--- config.mk ---
export PLATFORM = sky130hd
export DESIGN_NAME = nand_erase_reset_status_id
export DESIGN_NICKNAME = d
export VERILOG_FILES = /design/src/nand_host_pkg.sv /design/src/nand_strobe_cycle.sv /design/src/nand_erase_reset_status_id.sv
export SDC_FILE = /design/constraint.sdc
export NUM_CORES = 1
export LEC_CHECK = 0
export BUFFER_PORTS_ARGS = -buffer_cell sky130_fd_sc_hd__buf_2
export CORE_UTILIZATION = 60
export CTS_CLUSTER_DIAMETER = 150
export DETAILED_ROUTE_END_ITERATION = 8
export PLACE_DENSITY = 0.92
export SLEW_MARGIN = 20
export SYNTH_ARGS = -nofsm -noshare
export SYNTH_HDL_FRONTEND = slang
export SYNTH_SLANG_ARGS = --single-unit
--- constraint.sdc ---
create_clock -name hclk -period 8.75 [get_ports hclk]
set_clock_uncertainty 0.2 [all_clocks]
set_input_delay 0.875 -clock hclk [delete_from_list [all_inputs] [get_ports hclk]]
set_output_delay 0.875 -clock hclk [all_outputs]
set_load 0.02 [all_outputs]
--- src/nand_host_pkg.sv ---
/*
 * constants for the nand erase/reset/status/signature host controller.
 * assumes a single asynchronous nand device on the strobe pins and an
 * ahb-lite master that reaches the controller's own registers.
 */
package nand_host_pkg;

    // ------------------------------------------------------------------
    // own register map (byte addresses)
    // ------------------------------------------------------------------
    localparam logic [7:0] ctrl_off = 8'h00;
    localparam logic [7:0] block_off = 8'h04;
    localparam logic [7:0] state_off = 8'h08;
    localparam logic [7:0] status_off = 8'h0c;
    localparam logic [7:0] sig_off = 8'h10;

    // ctrl register fields
    localparam int go_bit = 0;
    localparam int op_lsb = 1;
    localparam int wide_bit = 4;

    // state register fields
    localparam int busy_bit = 0;
    localparam int rb_bit = 1;
    localparam int done_bit = 2;

    // ------------------------------------------------------------------
    // device command bytes and field positions
    // ------------------------------------------------------------------
    localparam logic [7:0] cmd_erase_setup = 8'h60;
    localparam logic [7:0] cmd_erase_confirm = 8'hd0;
    localparam logic [7:0] cmd_reset = 8'hff;
    localparam logic [7:0] cmd_status = 8'h70;
    localparam logic [7:0] cmd_signature = 8'h90;
    localparam logic [7:0] sig_address = 8'h00;

    localparam int write_protect_flag = 7;
    localparam int ctrl_or_cache_ready_flag = 6;
    localparam int array_ctrl_ready_flag = 5;
    localparam int operation_fail_flag = 0;

    // block address: byte mode row bits 15:6, word mode row bits 14:5, 10 bits
    localparam int block_bits = 10;
    localparam int sig_bytes = 4;

    // ------------------------------------------------------------------
    // operations requested through ctrl
    // ------------------------------------------------------------------
    typedef enum logic [2:0] {
        op_erase = 3'b000,
        op_reset = 3'b001,
        op_status = 3'b010,
        op_signature = 3'b011
    } op_t;

    // ------------------------------------------------------------------
    // strobe timing
    // ------------------------------------------------------------------
    localparam int clk_period_ps = 4000;
    localparam int strobe_time_ps = 25000;
    localparam int strobe_cycles =
        (strobe_time_ps + clk_period_ps - 1) / clk_period_ps;
    localparam int cnt_width = 8;

endpackage

--- src/nand_strobe_cycle.sv ---
/*
 * one nand bus cycle: a write (command/address) or a read of one byte.
 * assumes the device meets its setup and hold within strobe_cycles.
 */
`timescale 1ns/10ps
module nand_strobe_cycle
    import nand_host_pkg::*;
(
    // clock and reset
    input wire logic hclk,
    input wire logic hresetn,
    // request
    input wire logic start,
    input wire logic is_read,
    input wire logic is_cmd,
    input wire logic [7:0] wr_byte,
    output logic done,
    output logic [7:0] rd_byte,
    // pins
    output logic cle,
    output logic ale,
    output logic we_n,
    output logic re_n,
    output logic [7:0] io_out,
    output logic io_oe
);
    typedef enum logic [1:0] {
        s_idle = 2'b00,
        s_low = 2'b01,
        s_high = 2'b10
    } cyc_t;

    cyc_t state_reg;
    logic [cnt_width-1:0] cnt_reg;
    localparam logic [cnt_width-1:0] cnt_top = cnt_width'(strobe_cycles - 1);

    assign done = (state_reg == s_high) && (cnt_reg == '0);

    always_ff @(posedge hclk or negedge hresetn) begin
        if (!hresetn) begin
            state_reg <= s_idle;
            cnt_reg <= '0;
        end else begin
            case (state_reg)
                s_idle: begin
                    if (start) begin
                        state_reg <= s_low;
                        cnt_reg <= cnt_top;
                    end
                end
                s_low: begin
                    if (cnt_reg == '0) begin
                        state_reg <= s_high;
                        cnt_reg <= cnt_top;
                    end else begin
                        cnt_reg <= cnt_reg - 1'b1;
                    end
                end
                s_high: begin
                    if (cnt_reg == '0) begin
                        state_reg <= s_idle;
                    end else begin
                        cnt_reg <= cnt_reg - 1'b1;
                    end
                end
                default: state_reg <= s_idle;
            endcase
        end
    end

    // pins: latch enables held across both halves of the cycle
    always_ff @(posedge hclk or negedge hresetn) begin
        if (!hresetn) begin
            cle <= 1'b0;
            ale <= 1'b0;
            we_n <= 1'b1;
            re_n <= 1'b1;
            io_out <= 8'h00;
            io_oe <= 1'b0;
            rd_byte <= 8'h00;
        end else if (state_reg == s_idle && start) begin
            cle <= !is_read && is_cmd;
            ale <= !is_read && !is_cmd;
            we_n <= is_read;
            re_n <= !is_read;
            io_out <= wr_byte;
            io_oe <= !is_read;
        end else if (state_reg == s_low && cnt_reg == '0) begin
            // rising write strobe latches the byte
            we_n <= 1'b1;
            re_n <= 1'b1;
        end else if (done) begin
            cle <= 1'b0;
            ale <= 1'b0;
            io_oe <= 1'b0;
        end
    end

endmodule // nand_strobe_cycle

--- src/nand_erase_reset_status_id.sv ---
/*
 * host controller for nand block erase, reset, status read and
 * signature read, with an ahb-lite slave for its own registers.
 * assumes one device, inputs synchronous to hclk, single word transfers.
 */
// Register access over AHB-Lite and the register addresses were decided locally.
// How it works
// device erases one whole block to ones per operation
// erase is setup command, two block address cycles, confirm command
// only the ten block address bits are sent, others are not used
// device starts erase on write strobe rise of confirm
// device's internal controller erases and verifies the block
// during erase only status read and reset are issued
// at end device sets ready flag, releases ready/busy, reports fail flag
// reset command aborts any operation and clears the device interface
// cells aborted mid erase are invalid; software is told nothing is done
// device ignores reset when already reset
// after reset the host waits for ready/busy high
// status byte is taken on the low data lanes after read strobe falls
// status is current, so host polls without reissuing the command; the host here issues 70h before every status read
// device stays in status mode until another command arrives
// write protect flag one means program and erase allowed
// in cache reads the ready flag tells page availability
// outside cache reads the ready flag shows controller ready
// array controller ready flag shows controller activity
// fail flag one after failed program or erase, zero on success
// reserved status bits are ignored by the host
// signature is command 90h, address 00h, then four read cycles
// signature byte three holds chip count, cell type and features
// commands with cle high, addresses with ale high, latched on rise
// new array operation waits for ready/busy high after erase or reset
`timescale 1ns/10ps
module nand_erase_reset_status_id
    import nand_host_pkg::*;
(
    // clock and reset
    input wire logic hclk,
    input wire logic hresetn,
    // ahb-lite slave
    input wire logic hsel,
    input wire logic [7:0] haddr,
    input wire logic [1:0] htrans,
    input wire logic hwrite,
    input wire logic [2:0] hsize,
    input wire logic [31:0] hwdata,
    input wire logic hready,
    output logic [31:0] hrdata,
    output logic hreadyout,
    output logic hresp,
    // nand pins
    output logic ce_n,
    output logic cle,
    output logic ale,
    output logic we_n,
    output logic re_n,
    output logic wp_n,
    input wire logic [7:0] io_in,
    output logic [7:0] io_out,
    output logic io_oe,
    input wire logic rb
);
    // ------------------------------------------------------------------
    // sequencer state
    // ------------------------------------------------------------------
    typedef enum logic [2:0] {
        st_idle = 3'b000,
        st_issue = 3'b001,
        st_wait = 3'b010,
        st_busy = 3'b011,
        st_poll = 3'b100
    } seq_t;

    seq_t seq_reg;
    op_t op_reg;
    logic wide_reg;
    logic [block_bits-1:0] block_reg;
    logic [2:0] step_reg;
    logic [7:0] status_reg;
    logic [31:0] sig_reg;
    logic done_reg;

    // one strobe cycle at a time
    logic cyc_start;
    logic cyc_read;
    logic cyc_cmd;
    logic [7:0] cyc_byte;
    logic cyc_done;
    logic s_re_n;
    logic [7:0] rd_unused;

    nand_strobe_cycle u_cycle (
        .hclk(hclk),
        .hresetn(hresetn),
        .start(cyc_start),
        .is_read(cyc_read),
        .is_cmd(cyc_cmd),
        .wr_byte(cyc_byte),
        .done(cyc_done),
        .rd_byte(rd_unused),
        .cle(cle),
        .ale(ale),
        .we_n(we_n),
        .re_n(s_re_n),
        .io_out(io_out),
        .io_oe(io_oe)
    );
    assign re_n = s_re_n;

    // ------------------------------------------------------------------
    // ahb-lite slave: zero wait states, always okay
    // ------------------------------------------------------------------
    logic wr_pend_reg;
    logic [7:0] addr_reg;
    logic go_pulse;
    logic bus_busy;

    assign hreadyout = 1'b1;
    assign hresp = 1'b0;
    assign bus_busy = (seq_reg != st_idle);

    always_ff @(posedge hclk or negedge hresetn) begin
        if (!hresetn) begin
            wr_pend_reg <= 1'b0;
            addr_reg <= 8'h00;
        end else if (hready) begin
            wr_pend_reg <= hsel && htrans[1] && hwrite && hsize == 3'b010;
            addr_reg <= haddr;
        end
    end

    // go is refused while a sequence runs
    assign go_pulse = wr_pend_reg && (addr_reg == ctrl_off) &&
                      hwdata[go_bit] && !bus_busy;

    always_ff @(posedge hclk or negedge hresetn) begin
        if (!hresetn) begin
            op_reg <= op_erase;
            wide_reg <= 1'b0;
            block_reg <= '0;
            wp_n <= 1'b0;
        end else if (wr_pend_reg && !bus_busy) begin
            if (addr_reg == ctrl_off) begin
                op_reg <= op_t'(hwdata[op_lsb +: 3]);
                wide_reg <= hwdata[wide_bit];
                wp_n <= hwdata[8];
            end else if (addr_reg == block_off) begin
                block_reg <= hwdata[block_bits-1:0];
            end
        end else if (seq_reg == st_poll) begin
            op_reg <= op_status;
        end
    end

    always_comb begin
        hrdata = 32'h0000_0000;
        case (addr_reg)
            ctrl_off: hrdata = {23'h0, wp_n, 3'h0, wide_reg, op_reg, 1'b0};
            block_off: hrdata = {22'h0, block_reg};
            state_off: hrdata = {29'h0, done_reg, rb, bus_busy};
            // reserved bits masked to zero
            status_off: hrdata = {24'h0, status_reg & 8'he1};
            sig_off: hrdata = sig_reg;
            default: hrdata = 32'h0000_0000;
        endcase
    end

    // ------------------------------------------------------------------
    // address bytes: block number placed at its row address position
    // ------------------------------------------------------------------
    function automatic logic [15:0] block_row(
        input logic [block_bits-1:0] blk, input logic wide);
        logic [15:0] row;
        row = {6'h00, blk} << (wide ? 5 : 6);
        return row;
    endfunction

    logic [15:0] row_addr;
    assign row_addr = block_row(block_reg, wide_reg);

    // byte for each step of each operation
    always_comb begin
        cyc_cmd = 1'b1;
        cyc_read = 1'b0;
        cyc_byte = cmd_status;
        case (op_reg)
            op_erase: begin
                case (step_reg)
                    3'd0: cyc_byte = cmd_erase_setup;
                    3'd1: begin cyc_cmd = 1'b0; cyc_byte = row_addr[7:0]; end
                    3'd2: begin cyc_cmd = 1'b0; cyc_byte = row_addr[15:8]; end
                    default: cyc_byte = cmd_erase_confirm;
                endcase
            end
            op_reset: cyc_byte = cmd_reset;
            op_signature: begin
                case (step_reg)
                    3'd0: cyc_byte = cmd_signature;
                    3'd1: begin cyc_cmd = 1'b0; cyc_byte = sig_address; end
                    default: cyc_read = 1'b1;
                endcase
            end
            default: begin
                if (step_reg != 3'd0) begin
                    cyc_read = 1'b1;
                end
            end
        endcase
    end

    function automatic logic [2:0] last_step(input op_t op);
        case (op)
            op_erase: last_step = 3'd3;
            op_reset: last_step = 3'd0;
            op_signature: last_step = 3'd5;
            default: last_step = 3'd1;
        endcase
    endfunction

    // read data sampled at the end of the low half of re_n
    logic sample;
    assign sample = cyc_read && !s_re_n && seq_reg == st_wait;
    logic s_re_q;
    always_ff @(posedge hclk or negedge hresetn) begin
        if (!hresetn) begin
            s_re_q <= 1'b1;
        end else begin
            s_re_q <= s_re_n;
        end
    end

    assign cyc_start = (seq_reg == st_issue);
    assign ce_n = (seq_reg == st_idle);

    // ------------------------------------------------------------------
    // sequencer
    // ------------------------------------------------------------------
    always_ff @(posedge hclk or negedge hresetn) begin
        if (!hresetn) begin
            seq_reg <= st_idle;
            step_reg <= 3'd0;
            done_reg <= 1'b0;
        end else begin
            case (seq_reg)
                st_idle: begin
                    if (go_pulse) begin
                        seq_reg <= st_issue;
                        step_reg <= 3'd0;
                        done_reg <= 1'b0;
                    end
                end
                st_issue: seq_reg <= st_wait;
                st_wait: begin
                    if (cyc_done) begin
                        if (step_reg != last_step(op_reg)) begin
                            step_reg <= step_reg + 3'd1;
                            seq_reg <= st_issue;
                        end else if (op_reg == op_erase ||
                                     op_reg == op_reset) begin
                            seq_reg <= st_busy;
                        end else begin
                            seq_reg <= st_idle;
                            done_reg <= 1'b1;
                        end
                    end
                end
                st_busy: begin
                    // rb falls within the device's busy delay; wait on rb
                    if (rb) begin
                        seq_reg <= (op_reg == op_erase) ? st_poll : st_idle;
                        done_reg <= (op_reg != op_erase);
                    end
                end
                st_poll: begin
                    // fetch pass/fail once ready, status command then read
                    step_reg <= 3'd0;
                    seq_reg <= st_issue;
                end
                default: seq_reg <= st_idle;
            endcase
        end
    end

    // captured bytes
    always_ff @(posedge hclk or negedge hresetn) begin
        if (!hresetn) begin
            status_reg <= 8'h00;
            sig_reg <= 32'h0000_0000;
        end else if (sample && s_re_q == 1'b0 && cyc_done == 1'b0) begin
            if (op_reg == op_signature) begin
                // bytes in read order: maker, device, config, geometry
                sig_reg[(step_reg - 3'd2) * 8 +: 8] <= io_in;
            end else begin
                // flags kept as read
                status_reg <= io_in;
            end
        end
    end
endmodule // nand_erase_reset_status_id

### After elaboration in Yosys (flattened, before gate mapping)

Index checks and enable logic that the tools add are counted.

* add/sub/neg operators: 4
* equality and inequality tests: 28
* shift operators: 3
* muxes and demuxes: 51
* bitwise operators: 4
* reduce and logical (&&, ||, !) cells: 50

Operators with widths (number)
* one-hot mux 32 bit (5 select lines): 1
* one-hot mux 8 bit (3 select lines): 3
* two-way mux 3 bit: 12
* negation 32 -> 34 bit: 1
* variable shift 8 x 34 -> 32 bit (first input constant): 1
* indexed part select 8 x 34 -> 32 bit: 1
* bitwise mux 32 bit: 1
* two-way mux 8 bit: 3
* one-hot mux 3 bit (3 select lines): 2
* nonzero test 3 bit: 6
* two-way mux 1 bit: 17
* == test 8 x 4 -> 1 bit (second input constant): 2
* logical AND 1 bit: 16
* logical NOT 8 bit: 2
* one-hot mux 8 bit (2 select lines): 1
* left shift 10 x 3 -> 16 bit: 1
* == test 3 x 2 -> 1 bit (second input constant): 5
* one-hot mux 3 bit (5 select lines): 1
* inequality test 2 bit (second input constant): 7
* two-way mux 2 bit: 6
* AND reduction 3 bit: 4
* inequality test 2 x 1 -> 1 bit (second input constant): 5
* AND reduction 2 bit: 5
* == test 3 x 1 -> 1 bit (second input constant): 3
* other kinds (21): 34

* bits in registers: 95
* input port bits: 59
* output and inout bits: 49
* word-level logic and storage cells: 160

### Logic depth before layout (Yosys ltp)

Gate-level depths: netlist (run 1).

* depth in word-level cells: 9
* depth in mapped cells: 11
* mapped depth without buffers: 10

### Modules after synthesis

Synthesis (run 1) repeated with hierarchy kept, for this count alone.

* cells, all modules: 527
* area, all modules: 5271.3 um2

By module, submodules not included
* nand_erase_reset_status_id: instances 1, cells each 406, area an instance 4021.4 um2, seq. area each 1702.9 um2
* nand_strobe_cycle: instances 1, cells each 121, area an instance 1249.9 um2, seq. area each 578.1 um2

### Worst setup path after synthesis (run 1)

OpenSTA, ideal clock, no wires.

* path kind: register -> register
* start: reg step_reg[0]
* end: reg sig_reg[16]
* setup time: 0.125 ns
* arrival time: 2.925 ns
* data required time: 8.425 ns
* setup slack: 5.500 ns
* stages on the path, launching flop included: 12
* path buffers: 2
* clock period less this slack: 3.250 ns
* cell sequence: dfrtp_1 clkbuf_1 clkinv_1 ha_1 and2_1 ha_1 nor3b_1 o21ai_0 or3_1 or4_1 buf_6 mux2_4

* longest elaborated chain between the ends: 9
* elaborated cells on any way between the ends: 17

RTL lines
* start: declaration: RTL line nand_erase_reset_status_id.sv:77 `logic [2:0] step_reg;`
* start signal: assignment: RTL line nand_erase_reset_status_id.sv:255 `step_reg <= step_reg + 3'd1;`
* parallel branches: the longest is 9 deep, another holds negation 32 -> 34 bit
* end signal: indexed assignment: RTL line nand_erase_reset_status_id.sv:291 `sig_reg[(step_reg - 3'd2) * 8 +: 8] <= io_in;`
* end: declaration: RTL line nand_erase_reset_status_id.sv:79 `logic [31:0] sig_reg;`

Several ways; the timed one is not identified.
A chain may end at the register's enable or synchronous reset.

### Worst setup path after layout (run 1)

* start: reg step_reg[2]
* end: reg sig_reg[22]

Same word-level chain as after synthesis.

==> results of run 1 <==
## final timing paths
| check | to | slack, ns | depth (start not counted) |
|---|---|---|---|
| max | sig_reg[22] | 4.77 | 9 |
| min reg2reg | s_re_q | 0.21 | 0 |
| min | u_cycle.io_out[1] | 0.21 | 1 |
| max reg2reg | sig_reg[22] | 4.77 | 9 |
| max in group asynchronous | sig_reg[27] | 7.05 | 2 |
| min in group hclk | s_re_q | 0.21 | 0 |
## layout make-up
class	instances	area, µm²
repair buffers	84	428
clock inverters	5	37.5
inverters	44	165
well taps	105	131
clock buffers	11	141
flip-flops and latches	91	2280
fillers	606	2480
multi-input cells	370	2640
## kinds of logic (layout without fill, tap and decap cells)
kind of cell	Yosys count	after routing	share of synthesized area
XOR/XNOR	5	5	0.00843
buffers and inverters	70	144	0.0540
AO/OA/AOI/OAI	85	85	0.111
flip-flops	91	91	0.439
multiplexers	71	71	0.151
adder cells (fa/ha/maj)	16	16	0.0400
other	2	2	0.00145
AND/OR/NAND/NOR	191	191	0.195
## per-stage QoR
step	util	hold slack, ns	instances	worst slack, ns	power, mW
CTS	0.701	0.208	710	4.84	1.23
global placement	0.680	0.191	694	5.01	0.936
global route	0.701	0.211	710	4.66	1.30
detailed placement	0.680	0.194	694	4.86	0.959
floorplan	-	0.226	531	5.50	0.846
finish	0.701	0.208	710	4.77	1.23
## routing by layer
layer	vias to the layer above	track usage	routed length (µm)
met3	27	0.0447	595
met2	145	0.454	5920
met4	0	0.124	297
met1	2088	0.377	5100
li1	1980	-	-
met5	-	0	0
## power by group through the flow
stage / clock, mW / combinational (mW) / sequential, mW
2_1_floorplan: 0 / 0.303 / 0.544
3_5_place_dp: 0 / 0.403 / 0.556
6_report: 0.270 / 0.408 / 0.552
3_3_place_gp: 0 / 0.384 / 0.552
4_1_cts: 0.272 / 0.405 / 0.549
5_1_grt: 0.284 / 0.452 / 0.560
## cell usage in the layout (no fill, tap or decap), drive strengths merged, types with 5 or more instances in the layout
master,instances
dfrtp,88
nand4,7
xor2,5
mux2,33
nand3,7
nor2b,13
buf,84
and2,28
inv,44
mux2i,38
nand2,54
nor3,17
a21oi,12
o21ai,28
clkbuf,11
nor2,33
a22o,8
ha,15
nor4,7
## critical path, cell delays in order, from the launching register on
cell,delay [ns]
dfrtp_1,0.67
inv_1,0.32
ha_1,0.27
nand2_1,0.11
ha_1,0.41
nor3b_1,0.28
o21ai_0,0.17
or3_1,0.37
or4_1,0.68
mux2_4,0.39
==> run metrics, run 1 <==
run status complete, no violations; clock share of power 0.220; worst flop-to-flop path startpoint step_reg[2]; DRC 0; Pre-Repair DR Iteration Count 7; Yosys top cell area share 0.424; Synth Instances 531; Crit. Startpoint step_reg[2]; Comb pwr share 0.332; cts hold-fix bufs 0; Yosys top cell by area dfrtp_1; share of layout cells above drive strength 1 0.241; CTS Buf Count 9; Design Area, Final 5820 µm²; first-pass GRT wire length 19,500 µm; Yosys cell types 59; WL per Instance 16.8 µm; minimum clock period 3.98 ns; register area share after synthesis 0.439; Initial Util 0.626; Vias per Instance 5.97; GPL Wtd Cong 0.916; post-route ant nets 0; placed inst area 5640 µm²; Hold Path Class in2async; Clock Pin Slew Worst Setup and Hold Paths 0.09 ns; synth top area cells dfrtp_1 42%, mux2i_1 7.3%, mux2_2 5.4%; Switch Pwr 475 µW; die footprint 9030 µm²; ANT cells 0; core area 8300 µm²; required time worst endpoint 8.81 ns; Mapped Nets 606; synth cell count leaders 88 x dfrtp_1, 54 x nand2_1, 43 x inv_1; via count 4,240; row cnt 33; predominant post-synthesis flop cell dfrtp_1; Max Fclk 251 MHz; P_int 756 µW; IO buf count 82; Startpoint Class flop; fin crit share 0.455; Sequential Power Share 0.449; largest net degree at the start of global routing 61; number of flops mapped to enable cells by yosys 0; Clock Tree Buf Depth 2; WP data arrival 4.04 ns; Initial DRC Count 345; # resized after CTS 0; register bit total from synthesis 91; WS Path Type reg2reg; Max-Cap Viols 0; worst skew pair latency 0.38 ns; final setup violation count 0; clock sink total 91; Fin Setup TNS 0 ns; I/O pins 108; crit end category flop; CTS tree yes; slew margin rel. 0.353; most numerous cell in the Yosys netlist dfrtp_1; RSZ-0062 raised after global routing false; final WL 11,900 µm; share of synthesized registers carrying an async set or reset 1.00; Slew @ Worst Pin 0.968 ns; vias in the first global route 4,145; Pins Over Slew Limit 0; CTS H-Tree Depth 3; Post-layout nets 675; PD cells 211 nW/µm²; dpl hpwl 8660 µm; setup repair bufs after CTS 0; initial antenna violation count 0; Layout area overhead 12.1%; Mean Syn Cell Area 9.78 µm²; Hold Fails Final Rpt 0; total global routing overflow 0; leak pwr 2.87 nW; max reg flops 32; Ys Warns 0; chip height 95.0 µm; gr usage total 0.282; Die Span X 95.0 µm; Sw Ratio 0.386; peak supply drop 119 µV; Syn Std Cell Area 5190 µm²; CP Max Fanout 14; CTS root buffer clkbuf_8
No activity file was read; power rests on OpenSTA's default activity.
==> run 2: changes to the inputs <==
- CORE_UTILIZATION: 60 -> 50
- PLACE_DENSITY: 0.92 -> 0.83
- clock period: 8.75 -> 3.55 ns (I/O delays scaled with it)
==> run 2 against run 1 <==
Compared with the run above: register-to-register slack got worse by 4.6 ns; wire length grew 5.6%; setup slack got worse by 4.6 ns.
==> run metrics, run 2 (synthesis results as in run 1) <==
fin crit share 0.946 (+0.491); fin util 0.610 (-0.0915); Critical Path Slowest Stage Cell or4_1; critical hold path startpoint haddr[2]; Pins Over Slew Limit 0 (unchanged); IO buf count 82 (unchanged); minimum clock period 3.36 ns (-0.626 ns); Startpoint Class flop; Clock Pin Slew Worst Setup and Hold Paths 0.10 ns (about the same); ANT cells 0 (unchanged); R2R depth 9 (unchanged); slew margin rel. 0.457 (+0.104); Initial Util 0.524 (-0.102); PD cells 534 nW/µm² (+150%); Crit. Startpoint step_reg[1]; die footprint 10,800 µm² (+20%); row cnt 36 (+9.1%); commonest non-fill, non-tap cell in the layout dfrtp_1; peak supply drop 273 µV (+130%); required time worst endpoint 3.62 ns (-5.19 ns); Fin Setup TNS 0 ns (unchanged); most frequent cells in the layout 88 x dfrtp_1, 81 x buf_2, 54 x nand2_1; placed inst area 5790 µm² (+2.6%); Initial DRC Count 290 (-16%); gr usage total 0.242 (-0.0399); Max Fclk 298 MHz (+19%); Max-Cap Viols 0 (unchanged); Die Span X 104 µm (+9.3%); RSZ-0062 raised after global routing false; DRC 0 (unchanged); Hold Fails Final Rpt 0 (unchanged); P_int 2.03 mW (+170%); worst reg2reg endpoint sig_reg[21]; Sequential Power Share 0.414 (-0.035); initial antenna violation count 0 (unchanged); CTS Buf Count 9 (unchanged); Clock Tree Buf Depth 2 (unchanged); max reg flops 32 (unchanged); WP data arrival 3.43 ns (-0.61 ns); Hold Path Class in2reg; via count 4,308 (+1.6%); Post-Layout Cell Count 756 (+6.5%); total global routing overflow 0 (unchanged); Post-layout nets 693 (+2.7%); CP Max Fanout 9 (-5); clock sink total 91 (unchanged); core area 9910 µm² (+19%); GPL Wtd Cong 0.874 (-4.6%); WS Path Type reg2reg; CTS root buffer clkbuf_8; Layout area overhead 16.4%; largest net degree at the start of global routing 50 (-18%); CTS tree yes; clock share of power 0.248 (+0.028); worst skew pair latency 0.37 ns (about the same); CP bufs+invs 1 (unchanged); R2R Setup Slk 0.19 ns (-4.57 ns); Slew @ Worst Pin 0.809 ns (-0.160 ns); Switch Pwr 1.20 mW (+150%); worst flop-to-flop path startpoint step_reg[1]; run status complete, no violations; dpl cells 737 (+6.2%); final WL 12,600 µm (+5.6%); vias in the first global route 4,446 (+7.3%); chip height 104 µm (+9.3%); hold depth 2; power after layout 3.23 mW (+160%); leak pwr 2.98 nW (+3.8%); I/O pins 108 (unchanged); final setup violation count 0 (unchanged); dpl hpwl 9180 µm (+6.0%); Comb pwr share 0.338 (+0.006); Design Area, Final 6040 µm² (+3.8%); WL per Instance 16.6 µm (-0.83%); crit end category flop; CTS H-Tree Depth 3 (unchanged); critical path's largest stage delay 0.66 ns (-0.02 ns); CP most frequent cell ha_1; Vias per Instance 5.70 (-4.6%); Sw Ratio 0.371 (-0.0144); delay-heaviest family, CP simple AND/OR/NAND/NOR gates; first-pass GRT wire length 21,200 µm (+8.5%); Pre-Repair DR Iteration Count 7 (unchanged); critical path, cell by cell inv_1 > ha_1 > and2_1 > ha_1 > nor3b_1 > o21ai_0 > or3_1 > or4_1 > mux2_4; Hold EP addr_reg[2]; # resized after CTS 0 (unchanged); share of layout cells above drive strength 1 0.260 (+0.0187); post-route ant nets 0 (unchanged)
## run 2: power by group through the flow
stage          Clock, mW  Sequential (mW)  Combinational, mW
2_1_floorplan          0             1.34              0.746
3_3_place_gp           0             1.34               1.02
3_5_place_dp           0             1.35               1.08
4_1_cts            0.806             1.33               1.09
5_1_grt            0.860             1.35               1.21
6_report           0.801             1.34               1.09
## run 2: final cells by class
cell class / instances / area, µm²
fillers: 840 / 3860
multi-input cells: 370 / 2640
flip-flops and latches: 91 / 2280
repair buffers: 102 / 571
well taps: 133 / 166
inverters: 44 / 165
clock buffers: 9 / 124
clock inverters: 7 / 100
## run 2: worst max path at each step
stage | endpoint | slack, ns | cells past startpoint
after global routing | sig_reg[21] | 0.01 | 9
after CTS | sig_reg[21] | 0.16 | 9
after floorplan | sig_reg[16] | 0.30 | 11
final | sig_reg[21] | 0.19 | 9
after detailed placement | sig_reg[21] | 0.19 | 9
after global placement | sig_reg[23] | 0.28 | 9
## run 2: worst register-to-register path, cell delays in order (launching register included)
cell and delay (ns):
dfrtp_1 0.54, inv_1 0.16, ha_1 0.30, and2_1 0.15, ha_1 0.18, nor3b_1 0.18
o21ai_0 0.14, or3_1 0.35, or4_1 0.66, mux2_4 0.39
## run 2: repair_timing
| action | in CTS | in global routing |
|---|---|---|
| hold buffers | 3 | 0 |
| endpoints found under the hold margin | 47 | 0 |
| buffers inserted | 0 | 0 |
## run 2: layer usage
| layer | vias up | track usage | routed length [µm] |
|---|---|---|---|
| met2 | 177 | 0.406 | 6220 |
| li1 | 2009 | - | - |
| met3 | 29 | 0.0414 | 642 |
| met1 | 2093 | 0.308 | 5420 |
| met5 | - | 0 | 0 |
| met4 | 0 | 0.103 | 298 |
## run 2: stage by stage
| step | setup WS [ns] | hold slack (ns) |
|---|---|---|
| floorplan | 0.300 | -0.141 |
| CTS | 0.165 | 0.000319 |
| detailed placement | 0.185 | 0.190 |
| finish | 0.192 | 0.00854 |
| global route | 0.0111 | 0.00219 |
| global placement | 0.278 | 0.191 |
